File: src/rtl/pss_pkg.sv
// constants shared by the fault summary register block
package pss_pkg;
	// *****************************************************************
	// command codes and pages
	// *****************************************************************
	localparam logic [7:0]  CMD_SUMMARY_WORD = 8'h79;
	localparam logic [7:0]  CMD_SUMMARY_BYTE = 8'h78;
	localparam logic [7:0]  PAGE_CHAN_A      = 8'h00;
	localparam logic [7:0]  PAGE_CHAN_B      = 8'h01;
	localparam logic [7:0]  PAGE_ALL         = 8'hff;
	localparam logic [15:0] RSP_RESET        = 16'h0000;
	localparam int          CHAN_NUM         = 2;
	// *****************************************************************
	// detail flag vector positions
	// *****************************************************************
	localparam int DET_VOUT    = 0;
	localparam int DET_IOUT    = 1;
	localparam int DET_INPUT   = 2;
	localparam int DET_MFR     = 3;
	localparam int DET_VOUT_OV = 4;
	localparam int DET_IOUT_OC = 5;
	localparam int DET_VIN_UV  = 6;
	localparam int DET_TEMP    = 7;
	localparam int DET_CML     = 8;
	localparam int DET_OTHER   = 9;
	localparam int DET_W       = 10;
	// *****************************************************************
	// summary word bit positions
	// *****************************************************************
	localparam int BIT_VOUT    = 15;
	localparam int BIT_IOUT    = 14;
	localparam int BIT_INPUT   = 13;
	localparam int BIT_MFR     = 12;
	localparam int BIT_PGOOD   = 11;
	localparam int BIT_FANS    = 10;
	localparam int BIT_OTH_HI  = 9;
	localparam int BIT_UNKNOWN = 8;
	localparam int BIT_BUSY    = 7;
	localparam int BIT_OFF     = 6;
	localparam int BIT_VOUT_OV = 5;
	localparam int BIT_IOUT_OC = 4;
	localparam int BIT_VIN_UV  = 3;
	localparam int BIT_TEMP    = 2;
	localparam int BIT_CML     = 1;
	localparam int BIT_OTHER   = 0;
endpackage

File: src/rtl/pss_summary_build.sv
// per-channel summary word built from detail flags
`timescale 1ns/1ps
module pss_summary_build
(
	input  wire logic [pss_pkg::DET_W-1:0] detail,
	input  wire logic                      readyPinSync,
	input  wire logic                      outputOn,
	output logic      [15:0]               summary
);
	// *****************************************************************
	// bit mapping, no storage
	// *****************************************************************
	always_comb
	begin
		summary = 16'h0000;
		summary[pss_pkg::BIT_VOUT]    = detail[pss_pkg::DET_VOUT];
		summary[pss_pkg::BIT_IOUT]    = detail[pss_pkg::DET_IOUT];
		summary[pss_pkg::BIT_INPUT]   = detail[pss_pkg::DET_INPUT];
		summary[pss_pkg::BIT_MFR]     = detail[pss_pkg::DET_MFR];
		summary[pss_pkg::BIT_PGOOD]   = ~readyPinSync;
		summary[pss_pkg::BIT_OFF]     = ~outputOn;
		summary[pss_pkg::BIT_VOUT_OV] = detail[pss_pkg::DET_VOUT_OV];
		summary[pss_pkg::BIT_IOUT_OC] = detail[pss_pkg::DET_IOUT_OC];
		summary[pss_pkg::BIT_VIN_UV]  = detail[pss_pkg::DET_VIN_UV];
		summary[pss_pkg::BIT_TEMP]    = detail[pss_pkg::DET_TEMP];
		summary[pss_pkg::BIT_CML]     = detail[pss_pkg::DET_CML];
		summary[pss_pkg::BIT_OTHER]   = detail[pss_pkg::DET_OTHER];
	end
endmodule

File: src/rtl/pss_status_summary.sv
// paged fault summary registers with command decode and response
`timescale 1ns/1ps
module pss_status_summary
(
	input  wire logic                      sys_clk,
	input  wire logic                      reset,
	input  wire logic [7:0]                page,
	input  wire logic                      cmdValid,
	input  wire logic [7:0]                cmdCode,
	input  wire logic                      cmdRead,
	input  wire logic                      cmdWord,
	input  wire logic [pss_pkg::DET_W-1:0] detailA,
	input  wire logic [pss_pkg::DET_W-1:0] detailB,
	input  wire logic                      chanAReadyPin,
	input  wire logic                      chanBReadyPin,
	input  wire logic                      chanAOutputOn,
	input  wire logic                      chanBOutputOn,
	output logic                           rspValid,
	output logic      [15:0]               rspData,
	output logic                           invalidTxn
);
	// *****************************************************************
	// ready pin synchronisers
	// *****************************************************************
	logic [1:0]  readyMeta_r;
	logic [1:0]  readyMeta_nxt;
	logic [1:0]  readySync_r;
	logic [1:0]  readySync_nxt;

	always_comb
	begin
		readyMeta_nxt = {chanBReadyPin, chanAReadyPin};
		readySync_nxt = readyMeta_r;
	end

	always_ff @(posedge sys_clk)
	begin
		if (reset)
		begin
			readyMeta_r <= 2'h0;
			readySync_r <= 2'h0;
		end
		else
		begin
			readyMeta_r <= readyMeta_nxt;
			readySync_r <= readySync_nxt;
		end
	end

	// *****************************************************************
	// per-channel summary words
	// *****************************************************************
	logic [pss_pkg::DET_W-1:0] chanDetail [pss_pkg::CHAN_NUM];
	logic [15:0]               chanWord   [pss_pkg::CHAN_NUM];
	logic [1:0]                chanOn;

	always_comb
	begin
		chanDetail[0] = detailA;
		chanDetail[1] = detailB;
		chanOn        = {chanBOutputOn, chanAOutputOn};
	end

	genvar gc;
	generate
		for (gc = 0; gc < pss_pkg::CHAN_NUM; gc = gc + 1)
		begin : g_chan
			pss_summary_build u_build
			(
				.detail       (chanDetail[gc]),
				.readyPinSync (readySync_r[gc]),
				.outputOn     (chanOn[gc]),
				.summary      (chanWord[gc])
			);
		end
	endgenerate

	// *****************************************************************
	// page select
	// *****************************************************************
	logic [15:0] selWord;

	always_comb
	begin
		if (page == pss_pkg::PAGE_CHAN_B)
			selWord = chanWord[1];
		else
			selWord = chanWord[0];
	end

	// *****************************************************************
	// command decode and response
	// *****************************************************************
	logic        isWordCmd;
	logic        isByteCmd;
	logic        rspValid_r;
	logic        rspValid_nxt;
	logic [15:0] rspData_r;
	logic [15:0] rspData_nxt;
	logic        invalid_r;
	logic        invalid_nxt;

	always_comb
	begin
		isWordCmd    = cmdCode == pss_pkg::CMD_SUMMARY_WORD;
		isByteCmd    = cmdCode == pss_pkg::CMD_SUMMARY_BYTE;
		rspValid_nxt = 1'b0;
		rspData_nxt  = rspData_r;
		invalid_nxt  = 1'b0;
		if (cmdValid && (isWordCmd || isByteCmd))
		begin
			if (!cmdRead)
				invalid_nxt = 1'b1;
			else if (isWordCmd && cmdWord)
			begin
				rspValid_nxt = 1'b1;
				rspData_nxt  = selWord;
			end
			else if (isByteCmd && !cmdWord)
			begin
				rspValid_nxt = 1'b1;
				rspData_nxt  = {8'h00, selWord[7:0]};
			end
			else
				invalid_nxt = 1'b1;
		end
	end

	always_ff @(posedge sys_clk)
	begin
		if (reset)
		begin
			rspValid_r <= 1'b0;
			rspData_r  <= pss_pkg::RSP_RESET;
			invalid_r  <= 1'b0;
		end
		else
		begin
			rspValid_r <= rspValid_nxt;
			rspData_r  <= rspData_nxt;
			invalid_r  <= invalid_nxt;
		end
	end

	assign rspValid   = rspValid_r;
	assign rspData    = rspData_r;
	assign invalidTxn = invalid_r;
endmodule

File: config.mk
export PLATFORM = sky130hd
export DESIGN_NAME = pss_status_summary
export DESIGN_NICKNAME = d
export VERILOG_FILES = /design/src/rtl/pss_pkg.sv /design/src/rtl/pss_summary_build.sv /design/src/rtl/pss_status_summary.sv
export SDC_FILE = /design/constraint.sdc
export NUM_CORES = 1
export LEC_CHECK = 0
export CAP_MARGIN = 20
export CORE_MARGIN = 10
export CORE_UTILIZATION = 45
export DETAILED_ROUTE_END_ITERATION = 8
export DONT_BUFFER_PORTS = 1
export GPL_ROUTABILITY_DRIVEN = 0
export PLACE_DENSITY_LB_ADDON = 0.05
export SLEW_MARGIN = 15
export SYNTH_ARGS = -nofsm -noshare
export SYNTH_HDL_FRONTEND = slang
export SYNTH_SLANG_ARGS = --single-unit
File: constraint.sdc
create_clock -name sys_clk -period 1.3 [get_ports sys_clk]
set_clock_uncertainty 0.05 [all_clocks]
set_input_delay 0.26 -clock sys_clk [delete_from_list [all_inputs] [get_ports sys_clk]]
set_output_delay 0.26 -clock sys_clk [all_outputs]
set_load 0.05 [all_outputs]
==> flow_summary_export.csv, run 1 <==
group,metric,value,unit
global_routing,grt_usage,0.110,
sta,tightestPinTransition,519,ps
worst_hold_path,hp-class,"primary input to flop",
cells_and_area,drive_gt1_frac,0.313,
place,placed_cell_area,0.00100,mm^2
clock_network,cts_buffers,3,
sta,min_period,1250,ps
synthesis,ys_async_sr_fraction,0,
synthesis,synth-main-ff-cell,"dfxtp_1",
cells_and_area,antenna_cells,0,
critical_path,start_kind,"flop",
power,vdd_drop_max,0.493,mV
cells_and_area,syn2layout_area_growth,20.1,%
sta,setup_viol,0,
routing,dr.pass1.iters,2,
floorplan,start_util,0.488,
clock_network,insertion_delay,280,ps
clock_network,clock_path_buffers,2,
critical_path,cp_max_fo,2,
synthesis,ys_warn_count,0,
routing,drt_wl_total,2220,um
clock_network,cts.sinks,18,
synthesis,netlist_top_cells_count,"dfxtp_1, nand2_1, nand3_1, nor2_1, a311oi_1",
sta,drv_slew,0,
critical_path,required,990,ps
sta,hold_viol_final,0,
synthesis,yosysMostFrequentCell,"dfxtp_1",
floorplan,core_area,0.00176,mm^2
synthesis,yosysTopAreaCell,"dfxtp_1",
sta,rsz0062_at_grt,"no",
global_routing,grt_pass1_vias,745,
sta,finalCritPeriodShare,0.960,
floorplan,die_x,63.7,um
place,port_buffers,0,
floorplan,dieArea,0.00406,mm^2
routing,dr.first_iter.drc_count,14,
synthesis,ys_ff_latch,18,
run_status,status,"completed",
power,p_total,0.901,mW
job,cap_violations,0,
power,powerDensity,872,mW/mm^2
power,p_leak,0.437,nW
floorplan,ios,63,
place,dp_hpwl,1900,um
critical_path,end_kind,"output port",
synthesis,syn_inst,81,
synthesis,netlist_top_cells_area,"dfxtp_1, a311oi_1, nor4b_4, mux2i_1, nand3_1",
global_routing,antenna_found_initial,0,
critical_path,r2r_slack,360,ps
synthesis,yosysUniqueCellTypes,27,
clock_network,cts.htree.levels,1,
routing,ant_nets,0,
cells_and_area,fillers,177,
cells_and_area,final_cell_area,0.00103,mm^2
floorplan,die_h,63.7,um
cells_and_area,nets,146,
synthesis,synth_top_area_frac,0.419,
floorplan,rows,15,
clock_network,cts_tree,"done",
synthesis,avgSynthCellArea,10.6,um^2
critical_path,worstSetupPathType,"flop to output port",
synthesis,synth_edf_count,0,
synthesis,seq_area_frac_synth,0.419,
global_routing,grt_overflow,0,
global_routing,grt_max_degree,14,
routing,wl_per_cell,17.9,um
global_routing,grt_pass1_wl,3600,um
synthesis,syn_area,861,um^2
clock_network,clk_pin_slew,90,ps
routing,viasPerCell,5.36,
clock_network,cts-root-buf,"clkbuf_4",
clock_network,cts_setup_buffers,0,
routing,drc,0,
sta,max_clock_freq,802,MHz
routing,vias,665,
critical_path,cp.arrival,940,ps
sta,slew_headroom,0.654,
==> logic make-up after synthesis <==
family / share of synthesized area
and+or+nand+nor: 0.307
DFF: 0.419
AOI/OAI and AO/OA: 0.138
buffers and inverters: 0.0625
muxes: 0.0596
xor gates and xnor gates: 0.0102
other: 0.00436
==> stage by stage <==
| stage | setup WS [ps] | cells | utilization | TNS [ps] | hold slack, ps |
|---|---|---|---|---|---|
| 6_report | 52.6 | 124 | 0.586 | 0 | 20.0 |
| 2_1_floorplan | -84.1 | 84 | - | -391 | 293 |
| 3_5_place_dp | -123 | 120 | 0.567 | -776 | 286 |
| 5_1_grt | 14.3 | 124 | 0.586 | 0 | 4.14 |
| 4_1_cts | 37.3 | 124 | 0.586 | 0 | 11.3 |
| 3_3_place_gp | -80.4 | 120 | 0.567 | -469 | 285 |
==> path summary, 6_finish.rpt <==
kind                             start                         to  cells past startpoint
min reg2reg  readyMeta_r[1]$_SDFF_PP0_  readySync_r[1]$_SDFF_PP0_                      1
max           rspData[12]$_SDFFE_PP0P_                rspData[12]                      0
min                            cmdRead      invalidTxn$_SDFF_PP0_                      1
max reg2reg   rspData[12]$_SDFFE_PP0P_   rspData[12]$_SDFFE_PP0P_                      1
==> layout by cell type (no fill, tap or decap), types with 2 or more instances in the layout <==
cell        n
nor4b_4     2
o2bb2ai_1   4
nand2_1     7
conb_1      4
clkbuf_4    3
nor2_1      7
a311oi_1    6
nand3_1     7
nor2b_1     5
mux2i_1     4
dfxtp_1    18
buf_4      17
==> flip-flops by register name (all words and copies together), names as in the netlist <==
register,count
invalidTxn,1
rspValid,1
readySync_r,2
readyMeta_r,2
rspData,12
==> routing by layer <==
layer | share of wire | up-vias | GRT usage | wire, um
met4 | 0.0023 | 0 | 0.0410 | 5
met3 | 0.11 | 2 | 0.0557 | 237
met2 | 0.47 | 40 | 0.176 | 1050
met1 | 0.42 | 295 | 0.121 | 930
met5 | 0 | - | 0 | 0
li1 | - | 328 | - | -
==> what timing repair did <==
item                       4_1_cts  5_1_grt
hold buffers                     1        0
gates resized for setup          0        0
hold endpoints to repair        10        0
setup endpoints to repair        0        0
==> power breakdown <==
group	total, mW	switching, mW	internal [mW]
Clock	0.260	0.152	0.107
Combinational	0.0822	0.0506	0.0316
Sequential	0.559	0.00192	0.557
==> cell type report <==
type | instances | area [um^2] | share of cell area
sequential | 18 | 360 | 0.349
inverter | 1 | 3.75 | 0.00363
tap | 25 | 31.3 | 0.0303
timing repair buffer | 19 | 158 | 0.153
clock buffer | 3 | 22.5 | 0.0218
multi-input combinational | 58 | 458 | 0.443
Note: power is estimated with default switching activity, not from simulation.
==> run 2, diff against run 1 <==
--- a/config.mk
+++ b/config.mk
@@ -5,9 +5,10 @@
 export SDC_FILE = /design/constraint.sdc
 export NUM_CORES = 1
 export LEC_CHECK = 0
+export ABC_CLOCK_PERIOD_IN_PS = 1300
 export CAP_MARGIN = 20
 export CORE_MARGIN = 10
-export CORE_UTILIZATION = 45
+export CORE_UTILIZATION = 35
 export DETAILED_ROUTE_END_ITERATION = 8
 export DONT_BUFFER_PORTS = 1
 export GPL_ROUTABILITY_DRIVEN = 0
==> flow_summary_export.csv, run 2 (same netlist as run 1, synthesis figures left out) <==
group,metric,value,unit
cells_and_area,mostFrequentLayoutCells,"dfxtp_1, buf_4, nand2_1, nand3_1, nor2_1",
routing,drt_wl_total,2380,um
floorplan,dieArea,0.00484,mm^2
floorplan,die_x,69.6,um
routing,drc,0,
routing,viasPerCell,5.30,
critical_path,cp_max_fo,1,
run_status,status,"completed",
power,p_leak,0.440,nW
routing,dr.first_iter.drc_count,31,
critical_path,required,990,ps
clock_network,insertion_delay,290,ps
clock_network,clk_pin_slew,110,ps
sta,hold_viol_final,0,
clock_network,cts_setup_buffers,0,
clock_network,clock_path_buffers,2,
global_routing,grt_pass1_wl,3820,um
floorplan,die_h,69.6,um
power,powerDensity,949,mW/mm^2
power,vdd_drop_max,0.613,mV
cells_and_area,syn2layout_area_growth,21.9,%
routing,ant_nets,0,
sta,hold_slack,38.6,ps
cells_and_area,nets,143,
cells_and_area,final_common_cell,"dfxtp_1",
place,post-place-cells,119,
critical_path,cp.arrival,930,ps
routing,vias,662,
floorplan,rows,17,
floorplan,ios,63,
cells_and_area,antenna_cells,0,
critical_path,worstSetupPathType,"flop to output port",
cells_and_area,stdcell_count,125,
place,dp_hpwl,1950,um
routing,dr.pass1.iters,4,
floorplan,core_area,0.00228,mm^2
clock_network,cts.sinks,18,
sta,drv_slew,0,
clock_network,cts.htree.levels,1,
critical_path,start_kind,"flop",
cells_and_area,drive_gt1_frac,0.320,
sta,setup_viol,0,
routing,wl_per_cell,19.0,um
global_routing,antenna_found_initial,0,
global_routing,grt_pass1_vias,737,
worst_hold_path,hp-class,"primary input to flop",
cells_and_area,final_util,0.461,
clock_network,cts_buffers,3,
floorplan,start_util,0.378,
job,cap_violations,0,
place,port_buffers,0,
critical_path,end_kind,"output port",
global_routing,grt_usage,0.0971,
global_routing,grt_overflow,0,
sta,setup_tns,0,ps
clock_network,cts-root-buf,"clkbuf_4",
cells_and_area,largest_reg_flops,12,
sta,rsz0062_at_grt,"no",
sta,finalCritPeriodShare,0.953,
sta,min_period,1240,ps
sta,max_clock_freq,807,MHz
clock_network,cts_tree,"done",
global_routing,grt_max_degree,16,
-- run 2: per-layer routing --
layer | GRT usage | wire (um) | vias to the layer above
met1 | 0.125 | 1060 | 281
met4 | 0.0466 | 34 | 0
li1 | - | - | 321
met3 | 0.0456 | 356 | 4
met2 | 0.131 | 929 | 56
met5 | 0 | 0 | -
-- run 2: path summary, 6_finish.rpt --
check | from | to | slack, ps | depth (start not counted)
setup / recovery | rspValid$_SDFF_PP0_ | rspValid | 60 | 0
hold / removal | chanAReadyPin | readyMeta_r[0]$_SDFF_PP0_ | 40 | 1
setup reg to reg | rspData[6]$_SDFFE_PP0P_ | rspData[6]$_SDFFE_PP0P_ | 500 | 2
hold reg to reg | readyMeta_r[0]$_SDFF_PP0_ | readySync_r[0]$_SDFF_PP0_ | 400 | 1
-- run 2: final cells by class --
cell class / instances / area (um^2)
Tap cell: 28 / 35.0
Multi-Input combinational cell: 58 / 458
Sequential cell: 18 / 364
Timing Repair Buffer: 16 / 153
Clock buffer: 4 / 36.3
Fill cell: 225 / 1230
Inverter: 1 / 3.75
-- run 2: per-stage QoR --
step | instance area, um^2 | power, mW | setup WS (ps)
6_report | 1050 | 0.996 | 61.2
5_1_grt | 1050 | 1.04 | 28.1
4_1_cts | 1040 | 1.01 | 1.27
3_5_place_dp | 987 | 0.646 | -79.6
3_3_place_gp | 987 | 0.646 | -68.8
2_1_floorplan | 878 | 0.651 | -84.1
-- run 2: where the power goes --
group / switching [mW] / internal (mW) / leakage, nW
sequential: 0.00152 / 0.557 / 0.147
clock: 0.181 / 0.171 / 0.0210
combinational: 0.0513 / 0.0340 / 0.271
total: 0.234 / 0.762 / 0.440
-- run 2: timing repair --
item / CTS / global route
hold endpoints to repair: 12 / 0
setup endpoints to repair: 0 / 4
resized for setup: 0 / 4
hold buffers: 2 / 0
==> run 3, diff against run 2 <==
--- a/config.mk
+++ b/config.mk
@@ -5,6 +5,7 @@
 export SDC_FILE = /design/constraint.sdc
 export NUM_CORES = 1
 export LEC_CHECK = 0
+export ABC_AREA = 1
 export ABC_CLOCK_PERIOD_IN_PS = 1300
 export CAP_MARGIN = 20
 export CORE_MARGIN = 10
==> flow_summary_export.csv, run 3 <==
group,metric,value,unit
cells_and_area,multiInputGateArea,561,um^2
cells_and_area,regArea,364,um^2
synthesis,netlist_top_cells_area,"dfxtp_1, nand2_1, nor2_1, nand3_1, inv_1",
clock_network,clk_pin_slew,110,ps
power,power_switching,0.262,mW
floorplan,ios,63,
synthesis,avgSynthCellArea,6.06,um^2
routing,dr.first_iter.drc_count,36,
synthesis,synth_compound_area_frac,0,
power,seqPwrFrac,0.578,
sta,tightestPinTransition,513,ps
critical_path,cp.arrival,950,ps
synthesis,ys_async_sr_fraction,0,
cells_and_area,largest_reg_flops,12,
synthesis,synth_top_family_by_area,"simple AND/OR/NAND/NOR gates",
worst_hold_path,hp-class,"primary input to flop",
global_routing,grt_pass1_wl,5020,um
worst_hold_path,hold_depth,2,
run_status,status,"completed",
cells_and_area,syn2layout_area_growth,12.2,%
synthesis,synth_top_area_frac,0.325,
synthesis,yosysTopAreaCell,"dfxtp_1",
cells_and_area,fillers,358,
global_routing,grt_max_degree,14,
cells_and_area,nets,241,
synthesis,syn_inst,183,
power,sw_frac_of_total,0.271,
power,vdd_drop_max,0.179,mV
cells_and_area,final_common_cell,"nand2_1",
synthesis,synth-simple-area-share,0.492,
clock_network,cts-root-buf,"clkbuf_4",
synthesis,syn_area,0.00111,mm^2
synthesis,synthMuxAreaShare,0,
floorplan,die_x,76.3,um
routing,vias,1036,
worst_hold_path,hold_end,"readyMeta_r[0]$_SDFF_PP0_",
synthesis,yosysMostFrequentCell,"nand2_1",
power,p_comb_frac,0.132,
clock_network,cts.sinks,18,
global_routing,grt_usage,0.105,
critical_path,cp_max_fo,2,
sta,slew_headroom,0.657,
worst_hold_path,hold_path_startpoint,"chanAReadyPin",
sta,setup_viol,0,
floorplan,start_util,0.363,
routing,viasPerCell,4.35,
sta,finalCritPeriodShare,0.969,
clock_network,clock_path_buffers,2,
sta,min_period,1260,ps
floorplan,dieArea,0.00582,mm^2
routing,drc,0,
clock_network,cts_buffers,3,
synthesis,netlist_top_cells_count,"nand2_1, nor2_1, inv_1",
clock_network,insertion_delay,280,ps
place,post-place-cells,233,
routing,dr.pass1.iters,4,
critical_path,rr_startpoint,"rspData[1]$_SDFFE_PP0P_",
critical_path,r2r-end,"rspData[1]$_SDFFE_PP0P_",
sta,max_clock_freq,794,MHz
place,dp_hpwl,2510,um
synthesis,seq_area_frac_synth,0.325,
global_routing,grt_pass1_vias,1049,
cells_and_area,mostFrequentLayoutCells,"nand2_1, nor2_1, inv_1, nand3_1, dfxtp_1",
synthesis,yosysUniqueCellTypes,16,
place,port_buffers,0,
synthesis,ys_warn_count,0,
sta,setup_tns,0,ps
global_routing,antenna_found_initial,0,
floorplan,core_area,0.00305,mm^2
routing,drt_wl_total,2970,um
job,cap_violations,0,
routing,ant_nets,0,
synthesis,synth-xor-area-share,0,
sta,hold_viol_final,0,
synthesis,synth-main-ff-cell,"dfxtp_1",
clock_network,cts_tree,"done",
cells_and_area,drive_gt1_frac,0.155,
global_routing,grt_overflow,0,
critical_path,required,990,ps
synthesis,ys_ff_latch,18,
power,powerDensity,777,mW/mm^2
cells_and_area,stdcell_count,238,
critical_path,end_kind,"output port",
synthesis,synthAdderAreaFrac,0,
critical_path,r2r_slack,310,ps
cells_and_area,antenna_cells,0,
power,p_total,0.966,mW
critical_path,reg2regPathDepth,2,
power,p_leak,0.650,nW
floorplan,die_h,76.3,um
routing,wl_per_cell,12.5,um
sta,rsz0062_at_grt,"no",
power,p_int,0.704,mW
sta,drv_slew,0,
power,power.share.clock,0.289,
critical_path,start_kind,"flop",
synthesis,synth_edf_count,0,
floorplan,rows,20,
clock_network,cts.htree.levels,1,
critical_path,worstSetupPathType,"flop to output port",
==> run 3: changes by cell type in the layout (fill, tap and decap cells not counted), sizes merged, moves of 5 or more <==
| cell | delta |
|---|---|
| inv | +30 |
| nand3b | +5 |
| nor2 | +31 |
| nor2b | -5 |
| nand3 | +18 |
| nand2 | +44 |
| o2bb2ai | -5 |
| a311oi | -6 |
==> run 3: power by group through the flow <==
stage                     clock network (mW)  logic, mW  registers, mW
after floorplan                            0      0.118          0.572
after global placement                     0      0.120          0.572
after detailed placement                   0      0.122          0.572
after CTS                              0.284      0.127          0.559
after global routing                   0.317      0.147          0.560
final                                  0.279      0.128          0.559
==> run 3: how the worst max path moves through the flow <==
stage                                        from                       end  slack [ps]  depth (start not counted)
after global routing      rspData[1]$_SDFFE_PP0P_                rspData[1]           9                          0
after detailed placement               cmdCode[2]  rspData[12]$_SDFFE_PP0P_        -120                         10
after global placement                 cmdCode[7]  rspData[12]$_SDFFE_PP0P_         -70                         10
after CTS                 rspData[0]$_SDFFE_PP0P_                rspData[0]          10                          0
final                     rspData[1]$_SDFFE_PP0P_                rspData[1]          40                          0
after floorplan                        cmdCode[7]   rspData[0]$_SDFFE_PP0P_          80                         11
==> run 3: kinds of logic (layout without fill, tap and decap cells) <==
logic type    count (synthesis)  in the layout
buf+inv                      42             50
flops                        18             18
simple gates                122            122
other cells                   1              4
==> run 3: final cells by class <==
class	instances	area share
Sequential cell	18	0.293
Tap cell	44	0.0443
Multi-Input combinational cell	126	0.451
Timing Repair Buffer	16	0.101
Clock buffer	3	0.0181
Inverter	31	0.0936
==> run 3: metal layers <==
layer,global-route usage,up-vias,part of all wire
met4,0.0446,0,0.0098
met2,0.162,34,0.47
met3,0.0401,2,0.079
li1,-,560,-
met5,0,-,0
met1,0.126,440,0.44
==> run 3: repair_timing <==
item                       4_1_cts  5_1_grt
setup endpoints to repair        0        3
hold endpoints to repair         6        1
gates resized for setup          0        3
buffers inserted                 0        0
hold buffers                     1        1
==> run 3: metrics by stage <==
stage,hold WS [ps],setup slack (ps),instance area [um^2],util
floorplan,281,78.4,1120,-
global placement,284,-73.2,1200,0.392
detailed placement,284,-120,1200,0.392
CTS,14.0,11.3,1230,0.403
global route,6.14,8.67,1240,0.407
finish,16.0,40.8,1240,0.407
